## src/design/hmac_wake_pkg.sv

```systemverilog
// constants, field layouts and carriers for the host mac tag and wake block
// assumes one system clock and a synchronous register port
//
// What this block does
// - compare first tag value with frame bytes 13-14; reset value all ones
// - a first-tag frame may be up to 1522 bytes instead of 1518
// - compare second tag value, reset all ones, with frame bytes 13-14
// - a second-tag frame may be up to 1538 bytes instead of 1518
// - equal tag values: first tag wins, limit becomes 1522
// - any reset points the filter write pointer at entry zero; writes advance
// - after eight filter writes the pointer wraps back to entry zero
// - with unicast wake enabled, a global unicast frame ends power saving
// - global unicast means destination address bit zero is zero
// - wake frame received flag, bit 6, set on a valid wake frame
// - magic packet received flag, bit 5, set on a valid magic packet
// - wake frame enable, bit 2, gates wake frame detection
// - magic packet enable, bit 1, gates magic packet detection
package hmac_wake_pkg;

	localparam int ADDR_W = 8;
	localparam int DATA_W = 32;
	localparam int FILTER_DEPTH = 8;

	// ****************************************************************
	// register indices; the byte address is four times the index
	// ****************************************************************
	localparam logic [5:0] IDX_TAG1 = 6'h09;
	localparam logic [5:0] IDX_TAG2 = 6'h0a;
	localparam logic [5:0] IDX_WUFF = 6'h0b;
	localparam logic [5:0] IDX_WUCSR = 6'h0c;
	localparam logic [5:0] IDX_IRQ_STAT = 6'h0d;
	localparam logic [5:0] IDX_IRQ_MASK = 6'h0e;
	localparam logic [5:0] IDX_PWR = 6'h0f;

	// ****************************************************************
	// fields and reset values
	// ****************************************************************
	localparam int TAG_W = 16;
	localparam logic [TAG_W-1:0] TAG_RESET = 16'hffff;
	localparam int WUCSR_UNICAST = 9;
	localparam int WUCSR_WAKE_RX = 6;
	localparam int WUCSR_MAGIC_RX = 5;
	localparam int WUCSR_WAKE_EN = 2;
	localparam int WUCSR_MAGIC_EN = 1;
	localparam int PWR_SAVE_BIT = 0;
	localparam int IRQ_W = 4;
	localparam int IRQ_WAKE_FRAME = 0;
	localparam int IRQ_MAGIC = 1;
	localparam int IRQ_UNICAST = 2;
	localparam int IRQ_OVERSIZE = 3;

	// ****************************************************************
	// frame positions and length limits
	// ****************************************************************
	localparam int LEN_W = 12;
	localparam logic [LEN_W-1:0] DA_BYTE = 12'h000;
	localparam int DA_GROUP_BIT = 0;
	localparam logic [LEN_W-1:0] TAG_HI_BYTE = 12'h00c;
	localparam logic [LEN_W-1:0] TAG_LO_BYTE = 12'h00d;
	localparam logic [LEN_W-1:0] LEN_BASE = 12'h5ee;
	localparam logic [LEN_W-1:0] LEN_TAG1 = 12'h5f2;
	localparam logic [LEN_W-1:0] LEN_TAG2 = 12'h602;
	localparam logic [LEN_W-1:0] LEN_SAT = 12'hfff;

	typedef struct packed {
		logic wr;
		logic rd;
		logic [ADDR_W-1:0] addr;
		logic [DATA_W-1:0] wdata;
	} reg_req_t;

	typedef struct packed {
		logic valid;
		logic sof;
		logic eof;
		logic good;
		logic magic;
		logic filter_hit;
		logic [7:0] data;
	} rx_beat_t;

	typedef struct packed {
		logic done;
		logic tag1;
		logic tag2;
		logic too_long;
		logic [LEN_W-1:0] len;
	} rx_result_t;

endpackage

```

## src/design/host_mac_vlan_wakeup_filter.sv

```systemverilog
// receive qualification of the host mac: tag match, length limit, wake
// assumes frame beats and register strobes are synchronous to i_clk_sys
`timescale 1ns/1ps
module host_mac_vlan_wakeup_filter
	import hmac_wake_pkg::*;
#(
	parameter int FDEPTH = FILTER_DEPTH
) (
	input wire logic i_clk_sys, // 100 mhz system clock
	input wire logic i_rst, // async reset, high
	input wire logic i_soft_rst, // digital or soft reset pulse
	input wire reg_req_t i_reg, // register strobes
	output logic [DATA_W-1:0] o_rdata, // read data, cycle after rd
	input wire rx_beat_t i_rx, // frame byte from fabric
	output rx_result_t o_rx_result, // per-frame verdict pulse
	input wire logic [$clog2(FDEPTH)-1:0] i_filter_idx, // filter entry to read
	output logic [DATA_W-1:0] o_filter_word, // selected filter word
	output logic o_power_save, // power saving state
	output logic o_wake, // wake pulse
	output logic o_irq // level interrupt
);

	// ****************************************************************
	// checks and decode
	// ****************************************************************
	if (FDEPTH != FILTER_DEPTH) begin : g_bad_fdepth
		$error("filter depth is fixed by the pointer wrap");
	end

	function automatic logic hit(input logic [ADDR_W-1:0] a,
			input logic [5:0] idx);
		hit = (a == {idx, 2'b00});
	endfunction

	logic wr_tag1;
	logic wr_tag2;
	logic wr_wuff;
	logic wr_wucsr;
	logic wr_stat;
	logic wr_mask;
	logic wr_pwr;

	always_comb begin
		wr_tag1 = i_reg.wr && hit(i_reg.addr, IDX_TAG1);
		wr_tag2 = i_reg.wr && hit(i_reg.addr, IDX_TAG2);
		wr_wuff = i_reg.wr && hit(i_reg.addr, IDX_WUFF);
		wr_wucsr = i_reg.wr && hit(i_reg.addr, IDX_WUCSR);
		wr_stat = i_reg.wr && hit(i_reg.addr, IDX_IRQ_STAT);
		wr_mask = i_reg.wr && hit(i_reg.addr, IDX_IRQ_MASK);
		wr_pwr = i_reg.wr && hit(i_reg.addr, IDX_PWR);
	end

	// ****************************************************************
	// frame byte tracking
	// ****************************************************************
	logic [LEN_W-1:0] cnt_ff;
	logic [LEN_W-1:0] beat_idx;
	logic [LEN_W-1:0] frame_len;
	logic [7:0] tag_hi_ff;
	logic [7:0] tag_lo_ff;
	logic da_group_ff;
	logic [TAG_W-1:0] tag_now;
	logic da_group_now;
	logic tag_present;

	always_comb begin
		beat_idx = i_rx.sof ? '0 : cnt_ff;
		frame_len = (beat_idx == LEN_SAT) ? LEN_SAT : beat_idx + 1'b1;
	end

	// length saturates so a runaway frame still reads as too long
	always_ff @(posedge i_clk_sys or posedge i_rst) begin
		if (i_rst) begin
			cnt_ff <= '0;
		end else if (i_rx.valid) begin
			cnt_ff <= frame_len;
		end
	end

	always_ff @(posedge i_clk_sys or posedge i_rst) begin
		if (i_rst) begin
			tag_hi_ff <= '0;
			tag_lo_ff <= '0;
			da_group_ff <= 1'b0;
		end else if (i_rx.valid) begin
			if (beat_idx == DA_BYTE) begin
				da_group_ff <= i_rx.data[DA_GROUP_BIT];
			end
			if (beat_idx == TAG_HI_BYTE) begin
				tag_hi_ff <= i_rx.data;
			end
			if (beat_idx == TAG_LO_BYTE) begin
				tag_lo_ff <= i_rx.data;
			end
		end
	end

	// the last byte may be a tag or address byte, so look through
	always_comb begin
		tag_now = {tag_hi_ff, tag_lo_ff};
		da_group_now = da_group_ff;
		if (i_rx.valid && beat_idx == TAG_LO_BYTE) begin
			tag_now = {tag_hi_ff, i_rx.data};
		end
		if (i_rx.valid && beat_idx == DA_BYTE) begin
			da_group_now = i_rx.data[DA_GROUP_BIT];
		end
		tag_present = beat_idx >= TAG_LO_BYTE;
	end

	// ****************************************************************
	// tag match and length limit
	// ****************************************************************
	logic [TAG_W-1:0] tag1_ff;
	logic [TAG_W-1:0] tag2_ff;
	logic tag1_hit;
	logic tag2_hit;
	logic [LEN_W-1:0] max_len;
	logic frame_end;
	logic too_long;

	always_comb begin
		frame_end = i_rx.valid && i_rx.eof;
		tag1_hit = tag_present && tag_now == tag1_ff;
		// equal values would match both; the first keeps the frame
		tag2_hit = tag_present && tag_now == tag2_ff
			&& !tag1_hit;
		max_len = LEN_BASE;
		if (tag1_hit) begin
			max_len = LEN_TAG1;
		end else if (tag2_hit) begin
			max_len = LEN_TAG2;
		end
		too_long = frame_len > max_len;
	end

	always_ff @(posedge i_clk_sys or posedge i_rst) begin
		if (i_rst) begin
			o_rx_result <= '0;
		end else begin
			o_rx_result.done <= frame_end;
			if (frame_end) begin
				o_rx_result.tag1 <= tag1_hit;
				o_rx_result.tag2 <= tag2_hit;
				o_rx_result.too_long <= too_long;
				o_rx_result.len <= frame_len;
			end
		end
	end

	// ****************************************************************
	// wake events
	// ****************************************************************
	logic [DATA_W-1:0] wucsr_ff;
	logic ev_frame;
	logic ev_magic;
	logic ev_unicast;
	logic ev_wake;
	logic ev_oversize;

	always_comb begin
		ev_frame = frame_end && i_rx.good && i_rx.filter_hit
			&& wucsr_ff[WUCSR_WAKE_EN];
		ev_magic = frame_end && i_rx.good && i_rx.magic
			&& wucsr_ff[WUCSR_MAGIC_EN];
		ev_unicast = frame_end && i_rx.good && !da_group_now
			&& wucsr_ff[WUCSR_UNICAST];
		ev_wake = ev_frame || ev_magic || ev_unicast;
		ev_oversize = frame_end && too_long;
	end

	// ****************************************************************
	// wake control and status
	// ****************************************************************
	localparam logic [DATA_W-1:0] WUCSR_RW =
		(DATA_W'(1) << WUCSR_UNICAST) | (DATA_W'(1) << WUCSR_WAKE_EN)
		| (DATA_W'(1) << WUCSR_MAGIC_EN);
	localparam logic [DATA_W-1:0] WUCSR_FLAGS =
		(DATA_W'(1) << WUCSR_WAKE_RX) | (DATA_W'(1) << WUCSR_MAGIC_RX);

	logic [DATA_W-1:0] nxt_wucsr;

	always_comb begin
		nxt_wucsr = wucsr_ff;
		if (wr_wucsr) begin
			nxt_wucsr = (i_reg.wdata & WUCSR_RW)
				| (wucsr_ff & WUCSR_FLAGS & ~i_reg.wdata);
		end
		// a frame landing with the clear still sets its flag
		if (ev_frame || ev_unicast) begin
			nxt_wucsr[WUCSR_WAKE_RX] = 1'b1;
		end
		if (ev_magic) begin
			nxt_wucsr[WUCSR_MAGIC_RX] = 1'b1;
		end
	end

	always_ff @(posedge i_clk_sys or posedge i_rst) begin
		if (i_rst) begin
			wucsr_ff <= '0;
		end else if (i_soft_rst) begin
			wucsr_ff <= '0;
		end else begin
			wucsr_ff <= nxt_wucsr;
		end
	end

	// ****************************************************************
	// tag value registers
	// ****************************************************************
	always_ff @(posedge i_clk_sys or posedge i_rst) begin
		if (i_rst) begin
			tag1_ff <= TAG_RESET;
			tag2_ff <= TAG_RESET;
		end else if (i_soft_rst) begin
			tag1_ff <= TAG_RESET;
			tag2_ff <= TAG_RESET;
		end else begin
			if (wr_tag1) begin
				tag1_ff <= i_reg.wdata[TAG_W-1:0];
			end
			if (wr_tag2) begin
				tag2_ff <= i_reg.wdata[TAG_W-1:0];
			end
		end
	end

	// ****************************************************************
	// power saving state
	// ****************************************************************
	// software enters power saving; any qualified wake leaves it
	always_ff @(posedge i_clk_sys or posedge i_rst) begin
		if (i_rst) begin
			o_power_save <= 1'b0;
			o_wake <= 1'b0;
		end else if (i_soft_rst) begin
			o_power_save <= 1'b0;
			o_wake <= 1'b0;
		end else begin
			o_wake <= ev_wake && o_power_save;
			if (ev_wake) begin
				o_power_save <= 1'b0;
			end else if (wr_pwr) begin
				o_power_save <= i_reg.wdata[PWR_SAVE_BIT];
			end
		end
	end

	// ****************************************************************
	// interrupt status and mask
	// ****************************************************************
	logic [IRQ_W-1:0] stat_ff;
	logic [IRQ_W-1:0] mask_ff;
	logic [IRQ_W-1:0] ev_vec;
	logic [IRQ_W-1:0] nxt_stat;

	always_comb begin
		ev_vec = '0;
		ev_vec[IRQ_WAKE_FRAME] = ev_frame;
		ev_vec[IRQ_MAGIC] = ev_magic;
		ev_vec[IRQ_UNICAST] = ev_unicast;
		ev_vec[IRQ_OVERSIZE] = ev_oversize;
		nxt_stat = stat_ff;
		if (wr_stat) begin
			nxt_stat = stat_ff & ~i_reg.wdata[IRQ_W-1:0];
		end
		nxt_stat = nxt_stat | ev_vec;
	end

	always_ff @(posedge i_clk_sys or posedge i_rst) begin
		if (i_rst) begin
			stat_ff <= '0;
			mask_ff <= '0;
		end else if (i_soft_rst) begin
			stat_ff <= '0;
			mask_ff <= '0;
		end else begin
			stat_ff <= nxt_stat;
			if (wr_mask) begin
				mask_ff <= i_reg.wdata[IRQ_W-1:0];
			end
		end
	end

	// follows the status one cycle late so the pin stays a flop
	always_ff @(posedge i_clk_sys or posedge i_rst) begin
		if (i_rst) begin
			o_irq <= 1'b0;
		end else begin
			o_irq <= |(stat_ff & mask_ff);
		end
	end

	// ****************************************************************
	// wake filter store
	// ****************************************************************
	wake_filter_store #(
		.WORD_W(DATA_W),
		.DEPTH(FDEPTH)
	) u_filter (
		.i_clk_sys(i_clk_sys),
		.i_rst(i_rst),
		.i_soft_rst(i_soft_rst),
		.i_wr(wr_wuff),
		.i_wdata(i_reg.wdata),
		.i_rd_idx(i_filter_idx),
		.o_rd_word(o_filter_word),
		.o_wr_ptr()
	);

	// ****************************************************************
	// read port
	// ****************************************************************
	// the filter port is write only and reads as zero, like any hole
	logic [DATA_W-1:0] nxt_rdata;

	always_comb begin
		nxt_rdata = '0;
		if (i_reg.rd) begin
			if (hit(i_reg.addr, IDX_TAG1)) begin
				nxt_rdata[TAG_W-1:0] = tag1_ff;
			end else if (hit(i_reg.addr, IDX_TAG2)) begin
				nxt_rdata[TAG_W-1:0] = tag2_ff;
			end else if (hit(i_reg.addr, IDX_WUCSR)) begin
				nxt_rdata = wucsr_ff;
			end else if (hit(i_reg.addr, IDX_IRQ_STAT)) begin
				nxt_rdata[IRQ_W-1:0] = stat_ff;
			end else if (hit(i_reg.addr, IDX_IRQ_MASK)) begin
				nxt_rdata[IRQ_W-1:0] = mask_ff;
			end else if (hit(i_reg.addr, IDX_PWR)) begin
				nxt_rdata[PWR_SAVE_BIT] = o_power_save;
			end
		end
	end

	always_ff @(posedge i_clk_sys or posedge i_rst) begin
		if (i_rst) begin
			o_rdata <= '0;
		end else begin
			o_rdata <= nxt_rdata;
		end
	end

endmodule

```

## src/design/wake_filter_store.sv

```systemverilog
// eight-word wake filter store written through one auto-incrementing port
// assumes writes arrive as one-cycle strobes on the system clock
`timescale 1ns/1ps
module wake_filter_store
	import hmac_wake_pkg::*;
#(
	parameter int WORD_W = 32,
	parameter int DEPTH = 8
) (
	input wire logic i_clk_sys, // system clock
	input wire logic i_rst, // async reset, high
	input wire logic i_soft_rst, // sync reset pulse
	input wire logic i_wr, // write strobe
	input wire logic [WORD_W-1:0] i_wdata, // word to store
	input wire logic [$clog2(DEPTH)-1:0] i_rd_idx, // entry to read
	output logic [WORD_W-1:0] o_rd_word, // registered entry
	output logic [$clog2(DEPTH)-1:0] o_wr_ptr // next entry written
);
	localparam int PW = $clog2(DEPTH);

	if (DEPTH < 2 || (1 << PW) != DEPTH) begin : g_bad_depth
		$error("filter depth must be a power of two");
	end

	logic [WORD_W-1:0] mem_ff [DEPTH];
	logic [PW-1:0] ptr_ff;

	// power of two depth makes the wrap a plain overflow
	always_ff @(posedge i_clk_sys or posedge i_rst) begin
		if (i_rst) begin
			ptr_ff <= '0;
		end else if (i_soft_rst) begin
			ptr_ff <= '0;
		end else if (i_wr) begin
			ptr_ff <= ptr_ff + 1'b1;
		end
	end

	for (genvar g = 0; g < DEPTH; g++) begin : g_entry
		always_ff @(posedge i_clk_sys or posedge i_rst) begin
			if (i_rst) begin
				mem_ff[g] <= '0;
			end else if (i_wr && ptr_ff == PW'(g)) begin
				mem_ff[g] <= i_wdata;
			end
		end
	end

	always_ff @(posedge i_clk_sys or posedge i_rst) begin
		if (i_rst) begin
			o_rd_word <= '0;
		end else begin
			o_rd_word <= mem_ff[i_rd_idx];
		end
	end

	assign o_wr_ptr = ptr_ff;

endmodule

```

## config.mk

```make
export PLATFORM = sky130hd
export DESIGN_NAME = host_mac_vlan_wakeup_filter
export DESIGN_NICKNAME = d
export VERILOG_FILES = /design/src/design/hmac_wake_pkg.sv /design/src/design/host_mac_vlan_wakeup_filter.sv /design/src/design/wake_filter_store.sv
export SDC_FILE = /design/constraint.sdc
export NUM_CORES = 1
export LEC_CHECK = 0
export ABC_AREA = 1
export BUFFER_PORTS_ARGS = -buffer_cell sky130_fd_sc_hd__clkbuf_2
export CAP_MARGIN = 0
export CORE_AREA = 2 2 177 179
export DETAILED_ROUTE_END_ITERATION = 7
export DIE_AREA = 0 0 179 181
export PLACE_DENSITY = 0.77
export SLEW_MARGIN = 40
export SYNTH_ARGS = -nofsm -noshare
export SYNTH_HDL_FRONTEND = slang
export SYNTH_SLANG_ARGS = --single-unit
export TNS_END_PERCENT = 100
```

## constraint.sdc

```tcl
create_clock -name i_clk_sys -period 13.4 [get_ports i_clk_sys]
set_input_delay 0.67 -clock i_clk_sys [delete_from_list [all_inputs] [get_ports i_clk_sys]]
set_output_delay 0.67 -clock i_clk_sys [all_outputs]
set_load 0.05 [all_outputs]
```

==> results.yml <==
run_status:
  run_status: "finished, final reports clean"
cts:
  cts_buffers: 41
  post-cts-setup-buffer-count: 0
  number_of_h_tree_levels: 2
  cts.root.buffer_cell: "sky130_fd_sc_hd__clkbuf_16"
  post_cts_clock_slew_at_the_launch_and_capture_registers_of_the_worst_setup_and_hold_paths_ps: 60
  cts_num_sinks: 400
  cts_tree: "yes"
  postCtsHoldBufs: 0
  cts_max_path_buffers: 3
  worst_skew_pair.late_latency_ps: 540
  post_cts_resized: 0
timing:
  postLayoutSetupSlackWorst_ps: 9630
  max_freq_mhz: 265
  timing.slew.headroom_pct: 44.6
  timing.final.max_slew_violations: 0
  final.period_utilization_pct: 28.2
  timing.setup.tns_ps: 0
  slew_at_the_pin_closest_to_its_max_slew_limit_ps: 830
  timing.final.crit_period_ps: 3770
  setup-violations-final: 0
  final-hold-violation-count: 0
  setup_repair_after_global_routing_missed_its_margin: "no"
  clock_skew_ps: 26.3
critical_path:
  cp-startpoint: "cnt_ff[0]$_DFFE_PP0P_"
  required_ps: 13830
  critPathSlowestCell: "sky130_fd_sc_hd__dfrtp_1"
  path_max_fanout: 14
  worstSetupStartpointType: "register"
  cpMostUsedCell: "sky130_fd_sc_hd__nand2_1"
  worstSetupEndpointType: "register"
  setup.worst_path.class: "reg2reg"
  critical_path.reg2reg.startpoint: "cnt_ff[0]$_DFFE_PP0P_"
  critical_path_arrival_ps: 4210
  critical_path.max_stage_delay_ps: 320
global_route:
  grt_pass1_vias: 14600
  met2_track_usage_gr_pct: 46.6
  grt_util_met1_pct: 40.2
  grt-busiest-layer: "met2"
  largest_net_degree_at_the_start_of_global_routing: 96
  global_route_wire_length_before_repair_um: 74600
  grt_util_met3_pct: 3.45
  globalRoute.totalOverflow: 0
  globalRouteTotalUtil_pct: 28.6
  antenna_found_initial: 0
final_layout:
  antenna_cells: 0
  final_util_pct: 66.3
  drive_above_1_share_pct: 13.8
  leading_cell_types_in_the_layout_fill_and_taps_excluded: "423 x sky130_fd_sc_hd__nand2_1, 419 x sky130_fd_sc_hd__o21ai_0, 368 x sky130_fd_sc_hd__dfrtp_1"
  layout_commonest_cell: "sky130_fd_sc_hd__nand2_1"
  areaGrowthSynthToFinish_pct: 12.0
  final_net_count: 2242
  layout.cells.non_filler: 2591
floorplan:
  placement_rows: 64
  initial_core_util_pct: 59.2
  design.die.area_um2: 32400
  floorplan_core_area_um2: 30300
  die-height_um: 181
  die_width_um: 179
  ioPinCount: 145
route:
  route.detailed.vias_per_inst: 5.81
  route.antenna.remaining_nets: 0
  wirelength_routed_um: 45900
  wl_per_cell_um: 17.7
  drt_pass1_iterations: 5
  num_vias: 15100
  route.detailed.drc: 0
  first_iteration_detailed_routing_drc_count: 1491
power:
  pwr_density_cell_nw_per_um2: 134
  maximum_ir_drop_on_the_vdd_rail_v: 0.0000881
  power_leakage_nw: 9.58
  p_total_mw: 2.70
min_path:
  holdCritPathClass: "in2async"
synthesis:
  yosys.cell_types.count: 48
  postSynth.topFlopCell: "sky130_fd_sc_hd__dfrtp_1"
  synth-async-reset-ratio_pct: 100
  synth-edff-count: 0
  sequential_cell_area_fraction_in_the_yosys_report_pct: 55.9
  synth_seq_cells: 400
  post_synth_instance_area_um2: 18000
  synth.avg_cell_area_um2: 8.58
  synth-warning-count: 0
  synthesis.instances: 2093
placed_design:
  dp_cells: 2515
  place_congestion: 0.899
  portBuffers: 128
  dp_worst_setup_slack_ps: 9200
  placed_wire_length_estimate_after_detailed_placement_um: 27200
flow_run:
  maxCapViolCount: 0
-- metal layers --
layer,wire length (µm),vias up
li1,-,6993
met1,19500,7344
met2,22100,624
met3,3060,92
met4,1140,0
met5,0,-
-- cell usage after synthesis, types with 2 or more instances --
cell type                    n  share of area, %
sky130_fd_sc_hd__nand2_1   427               8.9
sky130_fd_sc_hd__o21ai_0   419                12
sky130_fd_sc_hd__dfrtp_1   368                51
sky130_fd_sc_hd__nor2_1    307               6.4
sky130_fd_sc_hd__inv_1     105               2.2
sky130_fd_sc_hd__clkbuf_1  103               2.2
sky130_fd_sc_hd__a21oi_1    53               1.5
sky130_fd_sc_hd__nand3_1    45               1.3
sky130_fd_sc_hd__a31oi_1    37               1.3
sky130_fd_sc_hd__o22ai_1    34               1.2
sky130_fd_sc_hd__dfstp_2    32               4.7
sky130_fd_sc_hd__ha_1       18               1.3
sky130_fd_sc_hd__buf_4      16              0.67
sky130_fd_sc_hd__o21ai_1    12              0.33
sky130_fd_sc_hd__xor2_1     11              0.54
sky130_fd_sc_hd__xnor2_1     9              0.44
sky130_fd_sc_hd__nor3_1      8              0.22
sky130_fd_sc_hd__nand2_2     7              0.24
sky130_fd_sc_hd__nand3_2     7              0.39
sky130_fd_sc_hd__o211ai_1    7              0.29
sky130_fd_sc_hd__buf_1       6              0.13
sky130_fd_sc_hd__buf_2       6              0.17
sky130_fd_sc_hd__nand2_4     6              0.38
sky130_fd_sc_hd__mux2_2      5              0.31
sky130_fd_sc_hd__nor2_2      5              0.17
sky130_fd_sc_hd__o21ai_2     5              0.24
sky130_fd_sc_hd__a211oi_1    4              0.17
sky130_fd_sc_hd__clkinv_1    3             0.063
sky130_fd_sc_hd__inv_2       3             0.063
sky130_fd_sc_hd__nand4_1     3              0.10
sky130_fd_sc_hd__buf_6       2              0.13
sky130_fd_sc_hd__nor2_8      2              0.22
sky130_fd_sc_hd__nor3_2      2              0.11
sky130_fd_sc_hd__o31ai_1     2             0.084
-- state kept, by name (all words and copies together) (netlist names), 4 cells and up --
| signal | flops |
|---|---|
| u_filter.mem_ff | 256 |
| u_filter.o_rd_word | 32 |
| o_rdata | 16 |
| o_rx_result | 16 |
| tag1_ff | 16 |
| tag2_ff | 16 |
| cnt_ff | 12 |
| tag_hi_ff | 8 |
| tag_lo_ff | 8 |
| wucsr_ff | 5 |
| mask_ff | 4 |
| stat_ff | 4 |
-- layout make-up --
type	count	area, µm²
Fill cell	2418	10200
Sequential cell	400	10000
Multi-Input combinational cell	1463	6980
Clock buffer	54	1170
Timing Repair Buffer	145	793
Tap cell	396	495
Inverter	111	425
Clock inverter	22	216
-- kinds of logic (layout without fill, tap and decap cells) --
kind of cell    Yosys count  in the layout  share of synthesized area (%)
buf+inv                 245            332                           5.67
simple gates            824            824                           18.7
xor+xnor                 20             20                          0.975
compound gates          580            580                           17.1
fa+ha+maj                18             18                           1.25
flops                   400            400                           55.9
other cells               1             16                         0.0209
mux                       5              5                          0.313
-- worst paths after layout --
path                            slack (ps)                          endpoint  cells past startpoint
worst min-delay path                   220        o_rx_result[4]$_DFFE_PP0P_                      2
worst min register to register         480  u_filter.mem_ff[197]$_DFFE_PP0P_                      2
max in group asynchronous            11360  u_filter.mem_ff[147]$_DFFE_PP0P_                      4
worst max-delay path                  9630              stat_ff[3]$_DFF_PP0_                     25
worst max register to register        9630              stat_ff[3]$_DFF_PP0_                     25
min in group i_clk_sys                 410          tag_hi_ff[1]$_DFFE_PP0P_                      2
-- per-stage QoR --
| stage | hold WS (ps) | cell area [µm²] |
|---|---|---|
| floorplan | 448 | 18000 |
| global placement | 461 | 18700 |
| detailed placement | 464 | 18700 |
| CTS | 263 | 20100 |
| global route | 295 | 20100 |
| finish | 216 | 20100 |
-- report_power, final --
| part | internal, mW | switching (mW) |
|---|---|---|
| registers | 1.25 | 0.0271 |
| logic | 0.0684 | 0.195 |
| clock network | 0.678 | 0.482 |
| total | 2.00 | 0.704 |
-- worst max-delay path: cells and delay by family (launching register included) --
kind | cells | cell delay (ps)
flip-flops | 1 | 320
buffers and inverters | 4 | 280
AO/OA/AOI/OAI | 4 | 680
AND/OR/NAND/NOR | 15 | 1800
adder cells (fa/ha/maj) | 2 | 560
Power figures use the tool's default switching activity.
